**config.mk**
```make
export PLATFORM = sky130hd
export DESIGN_NAME = otp_ecc_ctrl
export DESIGN_NICKNAME = d
export VERILOG_FILES = /design/src/otp_ecc_pkg.sv /design/src/otp_ecc_ctrl.sv
export SDC_FILE = /design/constraint.sdc
export NUM_CORES = 1
export LEC_CHECK = 0
export ABC_AREA = 1
export BUFFER_PORTS_ARGS = -buffer_cell sky130_fd_sc_hd__buf_2
export CAP_MARGIN = 20
export CORE_ASPECT_RATIO = 0.5
export CORE_MARGIN = 5
export CORE_UTILIZATION = 25
export CTS_CLUSTER_SIZE = 28
export DETAILED_ROUTE_END_ITERATION = 10
export PLACE_DENSITY_LB_ADDON = 0.15
export REMOVE_ABC_BUFFERS = 1
export SLEW_MARGIN = 20
export SYNTH_ARGS = -nofsm -noshare
export SYNTH_HDL_FRONTEND = slang
export SYNTH_SLANG_ARGS = --single-unit
```
**constraint.sdc**
```tcl
create_clock -name pclk -period 4.84 [get_ports pclk]
set_input_delay 0.484 -clock pclk [delete_from_list [all_inputs] [get_ports pclk]]
set_output_delay 0.484 -clock pclk [all_outputs]
set_load 0.02 [all_outputs]
```
**src/otp_ecc_pkg.sv**
```systemverilog
// constants and state type for the otp programming and ecc self-test block
package otp_ecc_pkg;

  // ----------------------------------------------------------------
  // register indices (byte address is four times the index)
  // ----------------------------------------------------------------
  localparam logic [13:0] IDX_UNLOCK1_A   = 14'h0300;
  localparam logic [13:0] IDX_UNLOCK1_D   = 14'h0303;
  localparam logic [13:0] IDX_PROG_CTRL   = 14'h030B;
  localparam logic [13:0] IDX_ECC_IN1     = 14'h0343;
  localparam logic [13:0] IDX_ECC_IN9     = 14'h034B;
  localparam logic [13:0] IDX_ECC_TEST    = 14'h034C;
  localparam logic [13:0] IDX_UNLOCK2_A   = 14'h0352;
  localparam logic [13:0] IDX_UNLOCK2_D   = 14'h0355;
  localparam logic [13:0] IDX_ECC_OUT1    = 14'h0510;
  localparam logic [13:0] IDX_ECC_OUT9    = 14'h0518;
  localparam logic [13:0] IDX_PROG_STAT   = 14'h0519;
  localparam logic [13:0] IDX_FAULT_STAT  = 14'h0600;
  localparam logic [13:0] IDX_FAULT_RESET = 14'h0601;
  localparam logic [13:0] IDX_IRQ_STAT    = 14'h0602;
  localparam logic [13:0] IDX_IRQ_MASK    = 14'h0603;

  // ----------------------------------------------------------------
  // field positions
  // ----------------------------------------------------------------
  localparam int PC_PAGE     = 5;
  localparam int PC_START    = 4;
  localparam int ET_DEC_SEL  = 3;
  localparam int ET_MANUAL   = 2;
  localparam int ET_CODER    = 1;
  localparam int ET_ENABLE   = 0;
  localparam int PS_UNLOCK   = 7;
  localparam int PS_PROGERR  = 1;
  localparam int PS_DONE     = 0;
  localparam int FS_SEC      = 0;
  localparam int FS_DED      = 1;
  localparam int FR_CLEAR    = 0;
  localparam int IRQ_DONE    = 0;
  localparam int IRQ_PROGERR = 1;
  localparam int IRQ_TEST    = 2;
  localparam int IRQ_SEC     = 3;
  localparam int IRQ_DED     = 4;
  localparam int IRQ_W       = 5;

  // ----------------------------------------------------------------
  // reset values, timing and internal test pattern
  // ----------------------------------------------------------------
  localparam logic [7:0]  BYTE_RST     = 8'h00;
  localparam logic [15:0] PROG_CYCLES  = 16'h03E8;
  localparam logic [63:0] AUTO_DATA    = 64'hA5C3_0F96_5A3C_F069;
  localparam int          AUTO_FLIP_A  = 13;
  localparam int          AUTO_FLIP_B  = 42;

  typedef struct packed {
    logic        page_select;
    logic        prog_busy;
    logic [15:0] prog_cnt;
    logic        prog_page;
    logic [31:0] code1;
    logic [31:0] code2;
    logic        unlock;
    logic        done;
    logic        progerr;
    logic        dec_sel;
    logic        manual;
    logic        coder;
    logic        enable;
    logic [71:0] din;
    logic [71:0] dout;
    logic        sec;
    logic        ded;
    logic [4:0]  irq_stat;
    logic [4:0]  irq_mask;
    logic [31:0] prdata;
  } state_t;

endpackage : otp_ecc_pkg

```
**src/otp_ecc_ctrl.sv**
```systemverilog
// otp page programming control and ecc encoder/decoder self-test, apb slave
//
// Overview of operation
// - page_select zero picks first customer page, one picks second
// - writing program_start one programs selected page; zero reads idle
// - programming starts only when both unlock codes are correct
// - decoder_test_select zero tests single-error, one double-error; flag
// - encoder test ignores decoder_test_select completely
// - fault flags stay set until fault-clear bit written with one
// - switching decoder test kind keeps the other latched flag
// - data source zero uses internal data, one uses test input bytes
// - coder_test_select zero runs decoder test, one runs encoder test
// - test enable one launches configured test, zero is normal mode
// - manual encoder operand is input bytes eight down to one
// - manual decoder operand is input bytes nine down to one
// - decoder fills result bytes eight..one, encoder nine..one
// - unlock codes are 32 bits, written bytewise, read back zero
// - unlock bit set on success, cleared by start or by writes to registers other than program control and the unlock codes
// - done reads one after programming completes, start clears it
//
// The APB interface to the registers is this design's own decision.
`timescale 1ns/10ps
module otp_ecc_ctrl
  import otp_ecc_pkg::*;
#(
  parameter logic [31:0] FIRST_UNLOCK_CODE  = 32'h1234_5678,
  parameter logic [31:0] SECOND_UNLOCK_CODE = 32'h9ABC_DEF0
) (
  input  wire logic        pclk,
  input  wire logic        presetn,
  input  wire logic        psel,
  input  wire logic        penable,
  input  wire logic        pwrite,
  input  wire logic [15:0] paddr,
  input  wire logic [31:0] pwdata,
  output logic      [31:0] prdata,
  output logic             pready,
  output logic             pslverr,
  output logic             irq,
  output logic             prog_active,
  output logic             prog_page
);

  // ----------------------------------------------------------------
  // ecc helpers: extended hamming, 64 data bits in a 72-bit codeword
  // ----------------------------------------------------------------
  function automatic logic [71:0] ecc_encode(input logic [63:0] d);
    logic [71:0] cw;
    logic        par;
    int          k;
    cw = '0;
    k  = 0;
    for (int p = 1; p < 72; p++) begin
      if ((p & (p - 1)) != 0) begin
        cw[p] = d[k];
        k++;
      end
    end
    for (int b = 0; b < 7; b++) begin
      par = 1'b0;
      for (int p = 1; p < 72; p++) begin
        if (p[b]) par ^= cw[p];
      end
      cw[1 << b] = par;
    end
    cw[0] = ^cw[71:1];
    return cw;
  endfunction : ecc_encode

  // returns {single, double, corrected data}
  function automatic logic [65:0] ecc_decode(input logic [71:0] cw_in);
    logic [71:0] cw;
    logic [6:0]  syn;
    logic        all;
    logic        single;
    logic        dbl;
    logic [63:0] d;
    int          k;
    cw     = cw_in;
    syn    = '0;
    single = 1'b0;
    dbl    = 1'b0;
    d      = '0;
    k      = 0;
    for (int p = 1; p < 72; p++) begin
      if (cw[p]) syn ^= 7'(p);
    end
    all = ^cw;
    if (syn != 7'h00 && all) begin
      single = 1'b1;
      if (syn < 7'd72) cw[syn] = ~cw[syn];
    end else if (syn == 7'h00 && all) begin
      single = 1'b1;
    end else if (syn != 7'h00) begin
      dbl = 1'b1;
    end
    for (int p = 1; p < 72; p++) begin
      if ((p & (p - 1)) != 0) begin
        d[k] = cw[p];
        k++;
      end
    end
    return {single, dbl, d};
  endfunction : ecc_decode

  // ----------------------------------------------------------------
  // bus decode
  // ----------------------------------------------------------------
  state_t      s_r;
  state_t      s_nxt;
  logic [13:0] idx;
  logic        aligned;
  logic        mapped;
  logic        wr_en;
  logic        rd_setup;
  logic [7:0]  wbyte;
  logic        is_unlock;
  logic [71:0] enc_cw;
  logic [71:0] dec_cw;
  logic [65:0] dec_res;
  logic        start_wr;

  assign idx      = paddr[15:2];
  assign aligned  = (paddr[1:0] == 2'b00);
  assign wbyte    = pwdata[7:0];
  assign mapped   = aligned &&
                    ((idx >= IDX_UNLOCK1_A && idx <= IDX_UNLOCK1_D) ||
                     (idx >= IDX_UNLOCK2_A && idx <= IDX_UNLOCK2_D) ||
                     (idx >= IDX_ECC_IN1   && idx <= IDX_ECC_TEST)  ||
                     (idx >= IDX_ECC_OUT1  && idx <= IDX_PROG_STAT) ||
                     (idx >= IDX_FAULT_STAT && idx <= IDX_IRQ_MASK) ||
                     idx == IDX_PROG_CTRL);
  // a write lands only at the completing edge of the access phase
  assign wr_en    = psel && penable && pwrite && mapped;
  assign rd_setup = psel && !penable && !pwrite;
  assign is_unlock = (idx >= IDX_UNLOCK1_A && idx <= IDX_UNLOCK1_D) ||
                     (idx >= IDX_UNLOCK2_A && idx <= IDX_UNLOCK2_D);
  assign start_wr = wr_en && idx == IDX_PROG_CTRL && pwdata[PC_START];

  assign pready      = 1'b1;
  assign pslverr     = psel && penable && !mapped;
  assign prdata      = s_r.prdata;
  assign irq         = |(s_r.irq_stat & s_r.irq_mask);
  assign prog_active = s_r.prog_busy;
  assign prog_page   = s_r.prog_page;

  // ----------------------------------------------------------------
  // test operands
  // ----------------------------------------------------------------
  always_comb begin
    enc_cw = ecc_encode(s_r.manual ? s_r.din[63:0] : AUTO_DATA);
    if (s_r.manual) begin
      dec_cw = s_r.din;
    end else begin
      // internal pattern carries one flipped bit, or two for the ded test
      dec_cw = ecc_encode(AUTO_DATA);
      dec_cw[AUTO_FLIP_A] = ~dec_cw[AUTO_FLIP_A];
      if (s_r.dec_sel) dec_cw[AUTO_FLIP_B] = ~dec_cw[AUTO_FLIP_B];
    end
    dec_res = ecc_decode(dec_cw);
  end

  // ----------------------------------------------------------------
  // next state
  // ----------------------------------------------------------------
  always_comb begin
    logic [IRQ_W-1:0] ev;
    logic [IRQ_W-1:0] w1c;
    logic [31:0]      c1;
    logic [31:0]      c2;
    logic [3:0]       bsel;
    logic [1:0]       ofs;
    ev    = '0;
    w1c   = '0;
    c1    = s_r.code1;
    c2    = s_r.code2;
    bsel  = 4'h0;
    ofs   = 2'b00;
    s_nxt = s_r;

    // programming timer
    if (s_r.prog_busy) begin
      s_nxt.prog_cnt = s_r.prog_cnt - 16'h0001;
      if (s_r.prog_cnt == 16'h0001) begin
        s_nxt.prog_busy = 1'b0;
        s_nxt.done      = 1'b1;
        ev[IRQ_DONE]    = 1'b1;
      end
    end

    // one-cycle test run, enable self-clears, results held
    if (s_r.enable) begin
      s_nxt.enable  = 1'b0;
      ev[IRQ_TEST]  = 1'b1;
      if (s_r.coder) begin
        s_nxt.dout = enc_cw;
      end else begin
        s_nxt.dout = {BYTE_RST, dec_res[63:0]};
        if (!s_r.dec_sel && dec_res[65]) ev[IRQ_SEC] = 1'b1;
        if (s_r.dec_sel && dec_res[64])  ev[IRQ_DED] = 1'b1;
      end
    end

    // register writes
    if (wr_en) begin
      if (!is_unlock && idx != IDX_PROG_CTRL) s_nxt.unlock = 1'b0;
      case (idx)
        IDX_PROG_CTRL: begin
          s_nxt.page_select = pwdata[PC_PAGE];
          if (pwdata[PC_START] && !s_r.prog_busy) begin
            if (s_r.unlock) begin
              s_nxt.prog_busy = 1'b1;
              s_nxt.prog_cnt  = PROG_CYCLES;
              s_nxt.prog_page = pwdata[PC_PAGE];
              s_nxt.progerr   = 1'b0;
            end else begin
              s_nxt.progerr    = 1'b1;
              ev[IRQ_PROGERR]  = 1'b1;
            end
            s_nxt.done   = 1'b0;
            s_nxt.unlock = 1'b0;
            s_nxt.code1  = '0;
            s_nxt.code2  = '0;
          end
        end
        IDX_ECC_TEST: begin
          s_nxt.dec_sel = pwdata[ET_DEC_SEL];
          s_nxt.manual  = pwdata[ET_MANUAL];
          s_nxt.coder   = pwdata[ET_CODER];
          s_nxt.enable  = pwdata[ET_ENABLE];
        end
        IDX_FAULT_RESET: begin
          // fault-clear write; a same-cycle set still wins below
          if (pwdata[FR_CLEAR]) begin
            s_nxt.sec = 1'b0;
            s_nxt.ded = 1'b0;
          end
        end
        IDX_IRQ_STAT: w1c = pwdata[IRQ_W-1:0];
        IDX_IRQ_MASK: s_nxt.irq_mask = pwdata[IRQ_W-1:0];
        default: begin
          // unlock bytes, lowest index of each set is most significant
          if (is_unlock) begin
            // set two does not start on a four-aligned index, so the byte
            // slot is counted from the base of its own set
            ofs  = idx[1:0] - (idx <= IDX_UNLOCK1_D ? IDX_UNLOCK1_A[1:0]
                                                   : IDX_UNLOCK2_A[1:0]);
            bsel = 4'h8 >> ofs;
            if (idx <= IDX_UNLOCK1_D) begin
              for (int i = 0; i < 4; i++) begin
                if (bsel[i]) c1[8*i +: 8] = wbyte;
              end
            end else begin
              for (int i = 0; i < 4; i++) begin
                if (bsel[i]) c2[8*i +: 8] = wbyte;
              end
            end
            s_nxt.code1 = c1;
            s_nxt.code2 = c2;
            // both sets checked on each last-byte write
            if ((idx == IDX_UNLOCK1_D || idx == IDX_UNLOCK2_D) &&
                c1 == FIRST_UNLOCK_CODE && c2 == SECOND_UNLOCK_CODE) begin
              s_nxt.unlock = 1'b1;
            end
          end
          for (int n = 0; n < 9; n++) begin
            if (idx == IDX_ECC_IN1 + 14'(n)) s_nxt.din[8*n +: 8] = wbyte;
          end
        end
      endcase
    end

    // each flag only ever set by its own test kind
    if (ev[IRQ_SEC]) s_nxt.sec = 1'b1;
    if (ev[IRQ_DED]) s_nxt.ded = 1'b1;
    s_nxt.irq_stat = (s_r.irq_stat & ~w1c) | ev;

    // read data is caught in the setup phase
    if (rd_setup) begin
      s_nxt.prdata = '0;
      case (idx)
        IDX_PROG_CTRL: begin
          s_nxt.prdata[PC_PAGE]  = s_r.page_select;
          s_nxt.prdata[PC_START] = s_r.prog_busy;
        end
        IDX_ECC_TEST: begin
          s_nxt.prdata[ET_DEC_SEL] = s_r.dec_sel;
          s_nxt.prdata[ET_MANUAL]  = s_r.manual;
          s_nxt.prdata[ET_CODER]   = s_r.coder;
          s_nxt.prdata[ET_ENABLE]  = s_r.enable;
        end
        IDX_PROG_STAT: begin
          s_nxt.prdata[PS_UNLOCK]  = s_r.unlock;
          s_nxt.prdata[PS_PROGERR] = s_r.progerr;
          s_nxt.prdata[PS_DONE]    = s_r.done;
        end
        IDX_FAULT_STAT: begin
          s_nxt.prdata[FS_SEC] = s_r.sec;
          s_nxt.prdata[FS_DED] = s_r.ded;
        end
        IDX_IRQ_STAT: s_nxt.prdata[IRQ_W-1:0] = s_r.irq_stat;
        IDX_IRQ_MASK: s_nxt.prdata[IRQ_W-1:0] = s_r.irq_mask;
        default: begin
          for (int n = 0; n < 9; n++) begin
            if (aligned && idx == IDX_ECC_IN1 + 14'(n))
              s_nxt.prdata[7:0] = s_r.din[8*n +: 8];
            if (aligned && idx == IDX_ECC_OUT1 + 14'(n))
              s_nxt.prdata[7:0] = s_r.dout[8*n +: 8];
          end
        end
      endcase
    end
  end

  always_ff @(posedge pclk or negedge presetn) begin
    if (!presetn) begin
      s_r <= '0;
    end else begin
      s_r <= s_nxt;
    end
  end
endmodule : otp_ecc_ctrl

```
### After elaboration in Yosys (flattened, before gate mapping)

Cells that the tools add are included.

* bits in registers: 254
* latch bits: 0
* bits in writable memories: 0
* bits in read-only memories: 0
* input bits: 53
* output and inout port bits: 37
* word-level logic and storage cells: 608
* memories: 0

* $add $sub $neg: 2
* multipliers: 0
* div/mod/pow operators: 0
* magnitude comparators: 13
* equality and inequality tests: 32
* shift operators: 1
* mux-type cells: 169
* bitwise logic cells: 275
* reductions and logical operators: 88

Operator list (count)
* $mux 72: 5
* $mux 8: 35
* $mux 32: 8
* $xor 1x1->1: 198
* $eq 14x11->1 const B: 14
* $mux 6: 32
* $eq 14x10->1 const B: 13
* $mux 161: 1
* $pmux 65 s2: 1
* $mux 5: 18
* $mux 85: 1
* $bwmux 72: 1
* $reduce_xor 72->1: 1
* $reduce_xor 71->1: 1
* $not 3->3: 23
* $mux 65: 1
* $mux 64: 1
* $not 4->4: 16
* $mux 7: 8
* $ge 14x10->1 const B: 3
* $le 14x10->1 const B: 3
* $logic_and 1x1->1: 39
* $mux 18: 2
* $mux 4: 9
* 43 further kinds: 146

### Longest topological paths before layout

Gate-level depths: netlist of run 1.

* depth after elaboration: 147
* gate-level depth with buffers: 35
* gate-level depth less buffers: 32

### Least setup slack after synthesis of run 1

OpenSTA, ideal clock, no wires.

* kind: input to register
* start: input paddr[15]
* end: register s_r[245] in the netlist's numbering
* setup time: 0.095 ns
* data arrival time: 3.132 ns
* data required time: 4.745 ns
* path slack: 1.613 ns
* stages on the path: 23
* path buffers: 2
* path through: inv_1 > nand2_1 > nor2_2 > nand2_1 > nor2_4 > nor2_1 > a21oi_1 > nand2_1 > inv_2 > nor2_1 > nor2_1 > nand2_1 > inv_1 > a21oi_1 > nand2_1 > inv_2 > nand2_1 > nand2_1 > nand2_1 > buf_2 > clkbuf_1 > nand2_1 > o31ai_1

* word-level cells in the longest chain between the ends: 11
* elaborated cells on any way between the ends: 42

Ends and longest elaborated chain
* from (decl): RTL line otp_ecc_ctrl.sv:34 `input wire logic [15:0] paddr,`
* $le 14x10->1
* $mux 2: RTL line otp_ecc_ctrl.sv:246 `ofs = idx[1:0] - (idx <= IDX_UNLOCK1_D ? IDX_UNLOCK1_A[1:0]`
* $sub 2x2->2: RTL line otp_ecc_ctrl.sv:246
* $shr 4x2->4: RTL line otp_ecc_ctrl.sv:248 `bsel = 4'h8 >> ofs;`
* $mux 8: RTL line otp_ecc_ctrl.sv:251 `if (bsel[i]) c1[8*i +: 8] = wbyte;`
* $mux 32: RTL line otp_ecc_ctrl.sv:249 `if (idx <= IDX_UNLOCK1_D) begin`
* $mux 32: RTL line otp_ecc_ctrl.sv:243 `if (is_unlock) begin`
* $mux 32: RTL line otp_ecc_ctrl.sv:207 `case (idx)`
* $mux 32: RTL line otp_ecc_ctrl.sv:205 `if (wr_en) begin`
* $mux 65: RTL line otp_ecc_ctrl.sv:243
* $pmux 65 s2: RTL line otp_ecc_ctrl.sv:207
* to (signal assigned): RTL line otp_ecc_ctrl.sv:319 `s_r <= s_nxt;`
* to (decl): RTL line otp_ecc_ctrl.sv:109 `state_t s_r;`

Several ways; a longest one is shown, not always the timed one. The select of a mux whose other input is x is not followed.
A chain may end at the register's enable or synchronous reset.

### Worst setup path after layout of run 1

* start: register s_r[190] in the netlist's numbering
* end: register s_r[99] in the netlist's numbering

* word-level cells in the longest chain between the ends: 115
* elaborated cells on any way between the ends: 153

Ends and longest elaborated chain
* $mux 72: RTL line otp_ecc_ctrl.sv:152 `if (s_r.manual) begin`
* $mux 1: RTL line otp_ecc_ctrl.sv:86 `if (cw[p]) syn ^= 7'(p);`
* $mux 2: RTL line otp_ecc_ctrl.sv:86
* $not 2->2 (no source line)
* $mux 2: RTL line otp_ecc_ctrl.sv:86
* $mux 3: RTL line otp_ecc_ctrl.sv:86
* $not 2->2 (no source line)
* $mux 3 (2 in series): RTL line otp_ecc_ctrl.sv:86
* [... 98 more ...]
* $lt 7x8->1 (implied by the code) / $ge 7x1->1 (equally long branches): RTL line otp_ecc_ctrl.sv:91 `if (syn < 7'd72) cw[syn] = ~cw[syn];`
* $logic_and 1x1->1 (implied by the code): RTL line otp_ecc_ctrl.sv:91
* $mux 1 (implied by the code): RTL line otp_ecc_ctrl.sv:91
* $demux 1 s7: RTL line otp_ecc_ctrl.sv:91
* $bwmux 72: RTL line otp_ecc_ctrl.sv:91
* $mux 72: RTL line otp_ecc_ctrl.sv:91
* $mux 72: RTL line otp_ecc_ctrl.sv:89 `if (syn != 7'h00 && all) begin`
* $mux 72 *: RTL line otp_ecc_ctrl.sv:195 `if (s_r.coder) begin`

Every way passes the cells marked *; elsewhere a longest branch is shown, timed or not. The select of a mux whose other input is x is not followed.

==> results of run 1 <==
-- worst paths after layout --
check	from	to	slack (ns)
max	s_r[190]	s_r[99]	0.24
min	pwdata[5]	s_r[277]	0.26
max reg2reg	s_r[190]	s_r[99]	0.24
min reg2reg	prdata[7]	prdata[7]	0.48
max in group asynchronous	presetn	s_r[104]	3.16
min in group asynchronous	presetn	s_r[242]	0.53
-- flip-flops by register name, summed over array words and instances (netlist names) --
signal,count
s_r,244
prog_active,1
prdata,8
prog_page,1
-- critical path, delay by kind of cell (launching register included) --
family,cells,cell delay [ns]
simple gates,11,2.06
buf+inv,5,0.80
xor+xnor,3,0.62
compound gates,3,0.48
flops,1,0.49
-- cell type report --
| class | count | share of cell area, % |
|---|---|---|
| Multi-Input combinational cell | 2405 | 49.49 |
| Sequential cell | 254 | 26.92 |
| Timing Repair Buffer | 240 | 7.782 |
| Inverter | 373 | 5.924 |
| Tap cell | 1087 | 5.755 |
| Clock buffer | 39 | 3.399 |
| Clock inverter | 14 | 0.7306 |
-- power by group --
group          switching, W  leakage, nW  internal (W)
sequential       0.00000529         3.44       0.00213
combinational      0.000183         8.14     0.0000396
clock               0.00103        0.478       0.00133
-- metal layers --
metal / track usage [%] / vias to the layer above / share of wire [%]
met5: 0 / - / 0
met4: 5.299 / 0 / 2.6
met3: 2.714 / 124 / 6.7
met2: 33.26 / 726 / 43
met1: 31.65 / 10210 / 48
li1: - / 10380 / -
-- logic make-up (layout without fill, tap and decap cells) --
kind of cell	after synthesis	in the layout	synth area share [%]
muxes	1	1	0.05601
and+or+nand+nor	1644	1644	33.84
other	2	25	0.03736
adders and majority gates	2	2	0.1245
buffers and inverters	510	666	10.81
AOI/OAI and AO/OA	562	562	15.92
DFF	254	254	31.62
xor gates and xnor gates	171	171	7.600
-- cell usage in the layout, fill, tap and decap left out, types with 4 or more instances in the layout --
cell type  instances
nor2_1           201
xnor2_1           59
inv_1            350
nor4_1            21
nor3_1            24
nand3_1          163
o21ai_1           54
clkbuf_8           4
nand3b_1           9
nand4_1           40
o2111ai_1          8
a221oi_1           5
clkinv_1           6
buf_12            10
o21ai_2            7
a22oi_1           28
buf_4            189
nand2_2           17
buf_2             39
xor2_1           108
clkinv_2           6
nor2_2            18
o211ai_1           4
nand2_1         1122
inv_2             17
nor2_4             6
or2_2              8
o31ai_1           64
clkbuf_1           6
dfrtp_1          252
o221ai_1           8
clkbuf_16         29
o22ai_1            7
a21oi_1          174
o21ai_0          191
conb_1            25
-- metrics by stage --
stage	util (%)	area, µm²	hold slack, ns	power [W]
2_1_floorplan	-	19420	0.1884	0.002260
3_3_place_gp	28.45	22630	0.4621	0.002398
3_5_place_dp	28.45	22630	0.4655	0.002399
4_1_cts	29.69	23620	0.2326	0.004787
5_1_grt	29.71	23630	0.2522	0.004887
6_report	29.71	23630	0.2647	0.004713
-- repair_timing --
item                                    in CTS  in global routing
resized for setup                            0                  4
endpoints found under the hold margin       50                  0
hold buffers                                 1                  0
endpoints found under the setup margin       0                  4
==> metrics.md, run 1 <==
| Metric | Value |
|---|---|
| Fraction of registers with async set/reset | `100.0%` |
| Crit-path max FO | `50` |
| Setup_tns | `0 ns` |
| Initial DRC count | `2379` |
| Synth top area share | `31.62%` |
| Std-Cell Rows | `73` |
| Vias/cell | `4.859` |
| Maxcap violations | `0` |
| Clock Skew | `0.03810 ns` |
| Initial antenna violation count | `2` |
| Synth Instances | `3146` |
| Post-synth top cells | `nand2_1 (1125), inv_1 (351), dfrtp_1 (254)` |
| Total number of vias | `21440` |
| WL/cell | `21.57 µm` |
| Io pins | `90` |
| Crit start category | `flip-flop` |
| Gpl congestion | `0.9726` |
| DPL Wire Length | `73830 µm` |
| Main synth FF type | `dfrtp_1` |
| Die area | `86520 µm²` |
| Die span in x | `411.0 µm` |
| Final worst setup slack | `0.2373 ns` |
| Hold Path Depth | `2` |
| Clock Path Buffers | `3` |
| RSZ-0062 raised after global routing | `no` |
| Reg area | `6361 µm²` |
| Fill cells | `8855` |
| CTS tree | `yes` |
| Clk sinks | `254` |
| VDD IR max | `0.0002642 V` |
| Netlist Area Pre-Place | `20100 µm²` |
| Clk slew on worst S/H paths | `0.06 ns` |
| Antenna Cells | `0` |
| Routed Antenna Nets | `0` |
| CP peak stage delay | `0.80 ns` |
| Min Tclk post-route | `4.603 ns` |
| Wire length of the first global-routing pass | `138700 µm` |
| Final #Nets | `3358` |
| Multi-input gate area | `11700 µm²` |
| Layout cells sized above 1 | `11.22%` |
| GRT Residual Overflow | `0` |
| Clock root buffer | `clkbuf_16` |
| WP data required | `5.34 ns` |
| Hold Crit Class | `input port to flip-flop` |
| Most frequent cell after synthesis | `nand2_1` |
| Power per standard cell area | `199.4 nW/µm²` |
| Final std cells w/o fill | `4412` |
| Critical Path End Type | `flip-flop` |
| Vias in the first global route | `20010` |
| DRT Pass-1 Iters | `6` |
| P_leak | `12.06 nW` |
| Setup Fix Bufs, Post-CTS | `0` |
| Clk Latency, worst-skew pair | `0.62 ns` |
| Drt drc | `0` |
| Endpoints failing hold | `0` |
| Top cells by area, synth | `dfrtp_1 (32%), nand2_1 (21%), inv_1 (6.6%)` |
| Area Overhead vs Synth | `17.57%` |
| Worst slack, placed | `0.3820 ns` |
| Most used cell, CP | `nand2_1` |
| Sequential area share after synthesis | `31.62%` |
| PortBufs | `40` |
| Crit path DAT | `5.10 ns` |
| Crit-path cells | `buf_12 -> nand2_1 -> inv_1 -> nand2_1 -> nand2_2 -> nor2_1 -> a21oi_1 -> nand2_1 -> o21ai_0 -> xnor2_1 -> xor2_1 -> xor2_1 -> inv_1 -> nand2_1 -> nand2_1 -> inv_2 -> nand2_2 -> nor2_2 -> nand2_1 -> buf_4 -> o21ai_1 -> nand2_1` |
| Count of cell types in the netlist | `55` |
| Pins Over Slew Limit | `0` |
| DRT Wirelength | `95170 µm` |
| Tcrit/Tclk final | `95.10%` |
| Initial Utilization | `25.27%` |
| Reg2reg path depth | `22` |
| Area leader, netlist | `dfrtp_1` |
| Fmax | `217.3 MHz` |
| TritonCTS Buffers | `29` |
| Worst slew margin | `24.32%` |
| Final setup violation count | `0` |
| Slowest stage cell, crit path | `nor2_2` |
| Ys Warns | `0` |
| Crit Path Class | `flip-flop to flip-flop` |
| FF+latch count, synth | `254` |
| Core ar. | `79560 µm²` |
| Status | `finished clean` |
| Die H | `210.5 µm` |
| H-tree depth | `1` |
| Post-synth EDFFs | `0` |
| Placed cell count | `4358` |
| GRT Util Overall | `21.47%` |
| Worst Tran Pin Value | `1.131 ns` |
| Synth Area per Inst | `6.390 µm²` |
| Largest net degree at the start of global routing | `129` |
Note: power is estimated with default switching activity, not from simulation.
==> run 2, diff against run 1 <==
ABC_AREA = default   (was 1)
GPL_TIMING_DRIVEN = 0   (was default)
clock period = 4.3 ns   (was 4.84 ns; I/O delays follow)
==> run 2 against run 1 <==
  * Via count shrank 24%
  * Cell count shrank 32%
  * Largest power group unchanged
  * Register-to-register slack lost 0.25 ns
  * Clock power grew 11%
  * Setup slack lost 0.25 ns
  * Critical path depth shrank 7
  * Core utilization grew 0.86 points
  * The flow now finishes with violations (negative setup slack)
==> metrics.md, run 2 <==
| Metric | Value |
|---|---|
| Status | `finished, violations left` |
| Failing checks | `negative setup slack` |
| Std-Cell Rows | `68` |
| Clock Path Buffers | `3` |
| Post-synth EDFFs | `0` |
| DRT Pass-1 Iters | `6` |
| Switching share of power | `25.79%` |
| Reg2Reg Setup Slack | `-0.01 ns` |
| Hold Crit Class | `input port to asynchronous set/reset pin` |
| Area leader, netlist | `dfrtp_1` |
| Crit path DAT | `4.77 ns` |
| Initial Utilization | `25.31%` |
| Clock Skew | `0.02853 ns` |
| Fill cells | `7261` |
| Post-synth top cells | `nand2_1 (255), dfrtp_1 (254), o21ai_0 (164)` |
| Drt drc | `0` |
| Area Overhead vs Synth | `20.76%` |
| Die span in x | `384.3 µm` |
| Synth Area in Adders | `0.1429%` |
| Reg2Reg Launch Point | `s_r[122]` |
| Io pins | `90` |
| Synth Area in XOR/XNOR | `13.89%` |
| Wire length of the first global-routing pass | `116500 µm` |
| Ys Warns | `0` |
| Initial DRC count | `1899` |
| VDD IR max | `0.0002438 V` |
| Critical Path End Type | `flip-flop` |
| Worst slack, placed | `-2.205 ns` |
| Initial antenna violation count | `3` |
| Final #Nets | `2070` |
| Largest net degree at the start of global routing | `80` |
| Reg2reg path depth | `15` |
| Internal Power | `0.003938 W` |
| Sequential power share | `45.4%` |
| Post-Synth Simple-Gate Area | `18.24%` |
| Count of cell types in the netlist | `93` |
| Reg with most FFs | `s_r` |
| Clk slew on worst S/H paths | `0.07 ns` |
| Sw power | `0.001368 W` |
| Tcrit/Tclk final | `100.2%` |
| H-tree depth | `1` |
| RSZ-0062 raised after global routing | `yes` |
| Crit-path max FO | `16` |
| GRT Util Overall | `20.75%` |
| Vias in the first global route | `15830` |
| Commonest non-fill, non-tap cell in the layout | `nand2_1` |
| Netlist Area Pre-Place | `17510 µm²` |
| DRT Wirelength | `80810 µm` |
| Top cells by area, synth | `dfrtp_1 (36%), xnor2_1 (7.4%), nand2_1 (5.5%)` |
| Pins Over Slew Limit | `0` |
| Min Tclk post-route | `4.310 ns` |
| Synth top area share | `36.30%` |
| GRT Residual Overflow | `0` |
| Synth Area in Compound Gates | `18.52%` |
| Crit Path Class | `flip-flop to flip-flop` |
| Clk sinks | `254` |
| TritonCTS Buffers | `30` |
| Routed Antenna Nets | `0` |
| Clock root buffer | `clkbuf_16` |
| Final setup violation count | `2` |
| Maxcap violations | `0` |
| WP data required | `4.76 ns` |
| Synth Instances | `1985` |
| Comb pwr share | `5.1%` |
| Layout cells sized above 1 | `22.07%` |
| Core ar. | `69170 µm²` |
| Die area | `75750 µm²` |
| Largest family of logic cells by synthesized area | `compound AO/OA/AOI/OAI gates` |
| WL/cell | `27.07 µm` |
| Final worst setup slack | `-0.009700 ns` |
| Synth Area per Inst | `8.820 µm²` |
| Worst r2r dst | `s_r[76]` |
| Leading cell types in the layout, fill and taps excluded | `nand2_1 (252), dfrtp_1 (217), o21ai_0 (164)` |
| CTS tree | `yes` |
| Total number of vias | `16220` |
| PortBufs | `40` |
| Post-synthesis mux area share | `6.939%` |
| Gpl congestion | `0.9173` |
| Clk pwr share | `49.5%` |
| Endpoints failing hold | `0` |
| FF+latch count, synth | `254` |
| Die H | `197.1 µm` |
| Largest register FFs | `244` |
| Most frequent cell after synthesis | `nand2_1` |
| P_leak | `8.559 nW` |
| Power per standard cell area | `251.0 nW/µm²` |
| Sequential area share after synthesis | `36.30%` |
| Vias/cell | `5.432` |
| Worst Tran Pin Value | `1.090 ns` |
| Fraction of registers with async set/reset | `100.0%` |
| Crit start category | `flip-flop` |
| DPL Wire Length | `53950 µm` |
| Clk Latency, worst-skew pair | `0.61 ns` |
| Worst slew margin | `27.15%` |
| Setup_tns | `-0.01031 ns` |
| Fmax | `232.0 MHz` |
| Main synth FF type | `dfrtp_1` |
-- run 2: worst max path at each step --
stage | from | to | slack [ns] | depth (start not counted)
6_report | s_r[122] | s_r[76] | -0.01 | 15
3_3_place_gp | s_r[190] | s_r[48] | -7.25 | 10
3_5_place_dp | s_r[179] | s_r[97] | -2.21 | 13
5_1_grt | s_r[170] | s_r[90] | -0.04 | 15
4_1_cts | s_r[177] | s_r[89] | -0.003 | 11
2_1_floorplan | s_r[190] | s_r[48] | -2.02 | 10
-- run 2: timing repair --
action / 4_1_cts / 5_1_grt
gates cloned: 4 / 0
hold buffers: 1 / 0
endpoints found under the setup margin: 120 / 63
buffers inserted: 60 / 36
pin swaps: 21 / 26
endpoints found under the hold margin: 22 / 0
gates resized for setup: 100 / 56
-- run 2: routing by layer --
layer  track usage (%)  vias to the layer above  wire length [µm]
met5                 0                        -                 7
li1                  -                     7107                 -
met1             28.25                     8163             34690
met2             32.18                      786             35380
met4             6.465                        2              2835
met3             5.665                      158              7898
-- run 2: layout make-up --
cell class / instances / area, µm² / area share (%)
diodes: 1 / 2.502 / 0.01184
inverters: 48 / 183.9 / 0.8699
clock inverters: 14 / 118.9 / 0.5622
multi-input cells: 1526 / 11070 / 52.34
flip-flops and latches: 254 / 6415 / 30.34
clock buffers: 42 / 875.8 / 4.142
repair buffers: 155 / 1297 / 6.137
well taps: 945 / 1182 / 5.592
-- run 2: power groups by stage --
stage	logic [W]	registers (W)	clock network [W]
global placement	0.000262	0.00245	0
floorplan	0.0000773	0.00247	0
finish	0.000269	0.00241	0.00263
global route	0.000294	0.00241	0.00279
detailed placement	0.000272	0.00245	0
CTS	0.000274	0.00241	0.00268
-- run 2: cells by family (layout without fill, tap and decap cells) --
logic type	Yosys count	count (layout)
DFF	254	254
buffers and inverters	232	259
other	2	26
adders and majority gates	2	2
xor gates and xnor gates	219	220
AOI/OAI and AO/OA	495	496
muxes	110	110
and+or+nand+nor	671	673
-- run 2: critical path: stages (launching register included) --
cell      delay [ns]
dfrtp_1         0.65
xnor2_1         0.19
xnor2_1         0.58
nor3_1          0.20
o211a_1         0.30
o21a_4          0.26
or2_4           0.32
buf_4           0.18
a21oi_1         0.13
a211oi_1        0.12
o31ai_4         0.36
nand4_4         0.13
buf_4           0.19
a21oi_4         0.21
buf_16          0.20
a311oi_1        0.11
-- run 2: per-stage QoR --
step | total power, W | util [%] | hold WS (ns) | cells | instance area (µm²)
after global routing | 0.005497 | 30.56 | 0.2912 | 2984 | 21140
after detailed placement | 0.002726 | 26.79 | 0.2959 | 2827 | 18530
after global placement | 0.002716 | 26.20 | 0.4461 | 2809 | 18120
final | 0.005306 | 30.57 | 0.2699 | 2985 | 21140
after floorplan | 0.002544 | - | 0.1344 | 1824 | 16740
after CTS | 0.005364 | 29.74 | 0.2505 | 2948 | 20570
==> run 3, diff against run 2 <==
==> constraint.sdc (replaced) <==
create_clock -name pclk -period 4.3 [get_ports pclk]
set_input_delay 0.215 -clock pclk [delete_from_list [all_inputs] [get_ports pclk]]
set_output_delay 0.215 -clock pclk [all_outputs]
set_load 0.02 [all_outputs]
==> run 3 against run 2 <==
  * The flow still finishes with violations (negative setup slack)
  * Non-clock buffer count increased by 1
  * Total power about the same
  * Sequential power about the same
  * Setup slack got worse by 0.020 ns
  * Clock skew decreased by 0.0062 ns
  * Highest routed layer unchanged
  * Critical path depth increased by 1
  * Die area unchanged
  * Cell count increased by 0.10%
==> metrics.md, run 3 (synthesis results as in run 2) <==
| Metric | Value |
|---|---|
| Finished Core Util | `30.74%` |
| Sw power | `0.001373 W` |
| Maxcap violations | `0` |
| Gpl congestion | `0.9173` |
| Initial DRC count | `1886` |
| Final std cells w/o fill | `2988` |
| Failing checks | `negative setup slack` |
| Status | `finished, violations left` |
| Sequential power share | `45.4%` |
| Leading cell types in the layout, fill and taps excluded | `nand2_1 (252), dfrtp_1 (214), o21ai_0 (164)` |
| WL/cell | `27.07 µm` |
| P_leak | `8.610 nW` |
| Crit start category | `flip-flop` |
| Hold Crit Class | `input port to asynchronous set/reset pin` |
| RSZ-0062 raised after global routing | `yes` |
| Pins Over Slew Limit | `0` |
| Critical Path End Type | `flip-flop` |
| CTS tree | `yes` |
| Internal Power | `0.003938 W` |
| DRT Pass-1 Iters | `6` |
| Fmax | `231.0 MHz` |
| GRT Residual Overflow | `0` |
| Power per standard cell area | `249.7 nW/µm²` |
| Area Overhead vs Synth | `21.47%` |
| Layout cells sized above 1 | `22.44%` |
| Reg2reg path depth | `16` |
| Crit path DAT | `4.82 ns` |
| Routed Antenna Nets | `0` |
| Switching share of power | `25.85%` |
| Vias/cell | `5.428` |
| Clk Latency, worst-skew pair | `0.60 ns` |
| Final setup violation count | `4` |
| Clk slew on worst S/H paths | `0.07 ns` |
| Initial Utilization | `25.31%` |
| Die H | `197.1 µm` |
| Initial antenna violation count | `3` |
| Largest net degree at the start of global routing | `80` |
| Total number of vias | `16220` |
| Placed cell count | `2827` |
| DPL Wire Length | `53950 µm` |
| Clock Skew | `0.02230 ns` |
| Die area | `75750 µm²` |
| Worst slew margin | `25.47%` |
| GRT Util Overall | `20.69%` |
| Std-Cell Rows | `68` |
| Crit-path max FO | `16` |
| Largest register FFs | `244` |
| Design area | `21270 µm²` |
| Commonest non-fill, non-tap cell in the layout | `nand2_1` |
| Clk pwr share | `49.6%` |
| PortBufs | `40` |
| Wire length of the first global-routing pass | `116200 µm` |
| Vias in the first global route | `15800` |
| Crit Path Class | `flip-flop to flip-flop` |
| Fill cells | `7237` |
| Reg with most FFs | `s_r` |
| WP data required | `4.79 ns` |
| Drt drc | `0` |
| H-tree depth | `1` |
| Final #Nets | `2072` |
| Comb pwr share | `5.1%` |
| Tcrit/Tclk final | `100.7%` |
| Min Tclk post-route | `4.329 ns` |
| VDD IR max | `0.0002452 V` |
| DRT Wirelength | `80900 µm` |
| Io pins | `90` |
| TritonCTS Buffers | `30` |
| Core ar. | `69170 µm²` |
| Clk sinks | `254` |
| Die span in x | `384.3 µm` |
| Clock Path Buffers | `3` |
| Worst slack, placed | `-2.205 ns` |
| Clock root buffer | `clkbuf_16` |
| Endpoints failing hold | `0` |
| Placed Area | `18530 µm²` |
| Final worst setup slack | `-0.02940 ns` |
| Worst Tran Pin Value | `1.115 ns` |
[run 3: cell types whose count changed in the layout (fill, tap and decap cells not counted), sizes merged]
cell,before,now
diode,1,2
a21o,8,9
clkbuf,42,43
[run 3: per-stage QoR]
step | hold WS [ns] | power (W) | TNS, ns
floorplan | -0.08059 | 0.002544 | -107.10
CTS | 0.03550 | 0.005363 | -0.7394
global route | 0.07619 | 0.005499 | -1.428
global placement | 0.4461 | 0.002716 | -1232.54
finish | 0.05719 | 0.005310 | -0.05551
detailed placement | 0.08089 | 0.002726 | -133.23
[run 3: worst max-delay path: stages, from the launching register on]
cell,delay [ns]
dfrtp_2,0.47
xnor2_4,0.29
buf_4,0.17
xor2_2,0.18
xor2_1,0.24
xnor3_2,0.50
xnor2_4,0.31
a21oi_4,0.14
buf_6,0.19
or3_1,0.39
a21oi_2,0.16
o41ai_2,0.07
buf_4,0.19
a41oi_4,0.30
a21oi_4,0.13
buf_16,0.20
a311oi_1,0.25
[run 3: worst paths after layout]
check / start / to / slack, ns
max: s_r[178] / s_r[96] / -0.03
min: presetn / s_r[187] / 0.06
max reg2reg: s_r[178] / s_r[96] / -0.03
min reg2reg: prog_page / prog_page / 0.46
max in group asynchronous: presetn / s_r[134] / 3.07
min in group pclk: psel / prdata[6] / 0.12
[run 3: what timing repair did]
action,4_1_cts,5_1_grt
gates cloned,4,1
gates resized for setup,95,75
buffers inserted,55,42
pin swaps,21,24
hold buffers,1,0
endpoints found under the hold margin,177,0
endpoints found under the setup margin,66,63
[run 3: layout make-up]
type	count	area (µm²)	area share, %
multi-input combinational	1527	11130	52.34
sequential	254	6416	30.17
timing repair buffer	156	1354	6.366
tap	945	1182	5.560
clock buffer	42	875.8	4.118
inverter	48	183.9	0.8649
clock inverter	14	118.9	0.5589
antenna	2	5.005	0.02353
[run 3: per-layer routing]
layer	vias to the layer above	wire [µm]	GRT usage, %
li1	7123	-	-
met1	8210	35470	28.33
met2	732	35340	32.04
met3	151	7159	5.374
met4	2	2923	6.589
met5	-	7	0
[run 3: power by group through the flow]
stage	logic, W	clock network [W]	registers [W]
CTS	0.000274	0.00268	0.00241
finish	0.000269	0.00263	0.00241
detailed placement	0.000272	0	0.00245
global placement	0.000262	0	0.00245
global route	0.000294	0.00280	0.00241
floorplan	0.0000773	0	0.00247
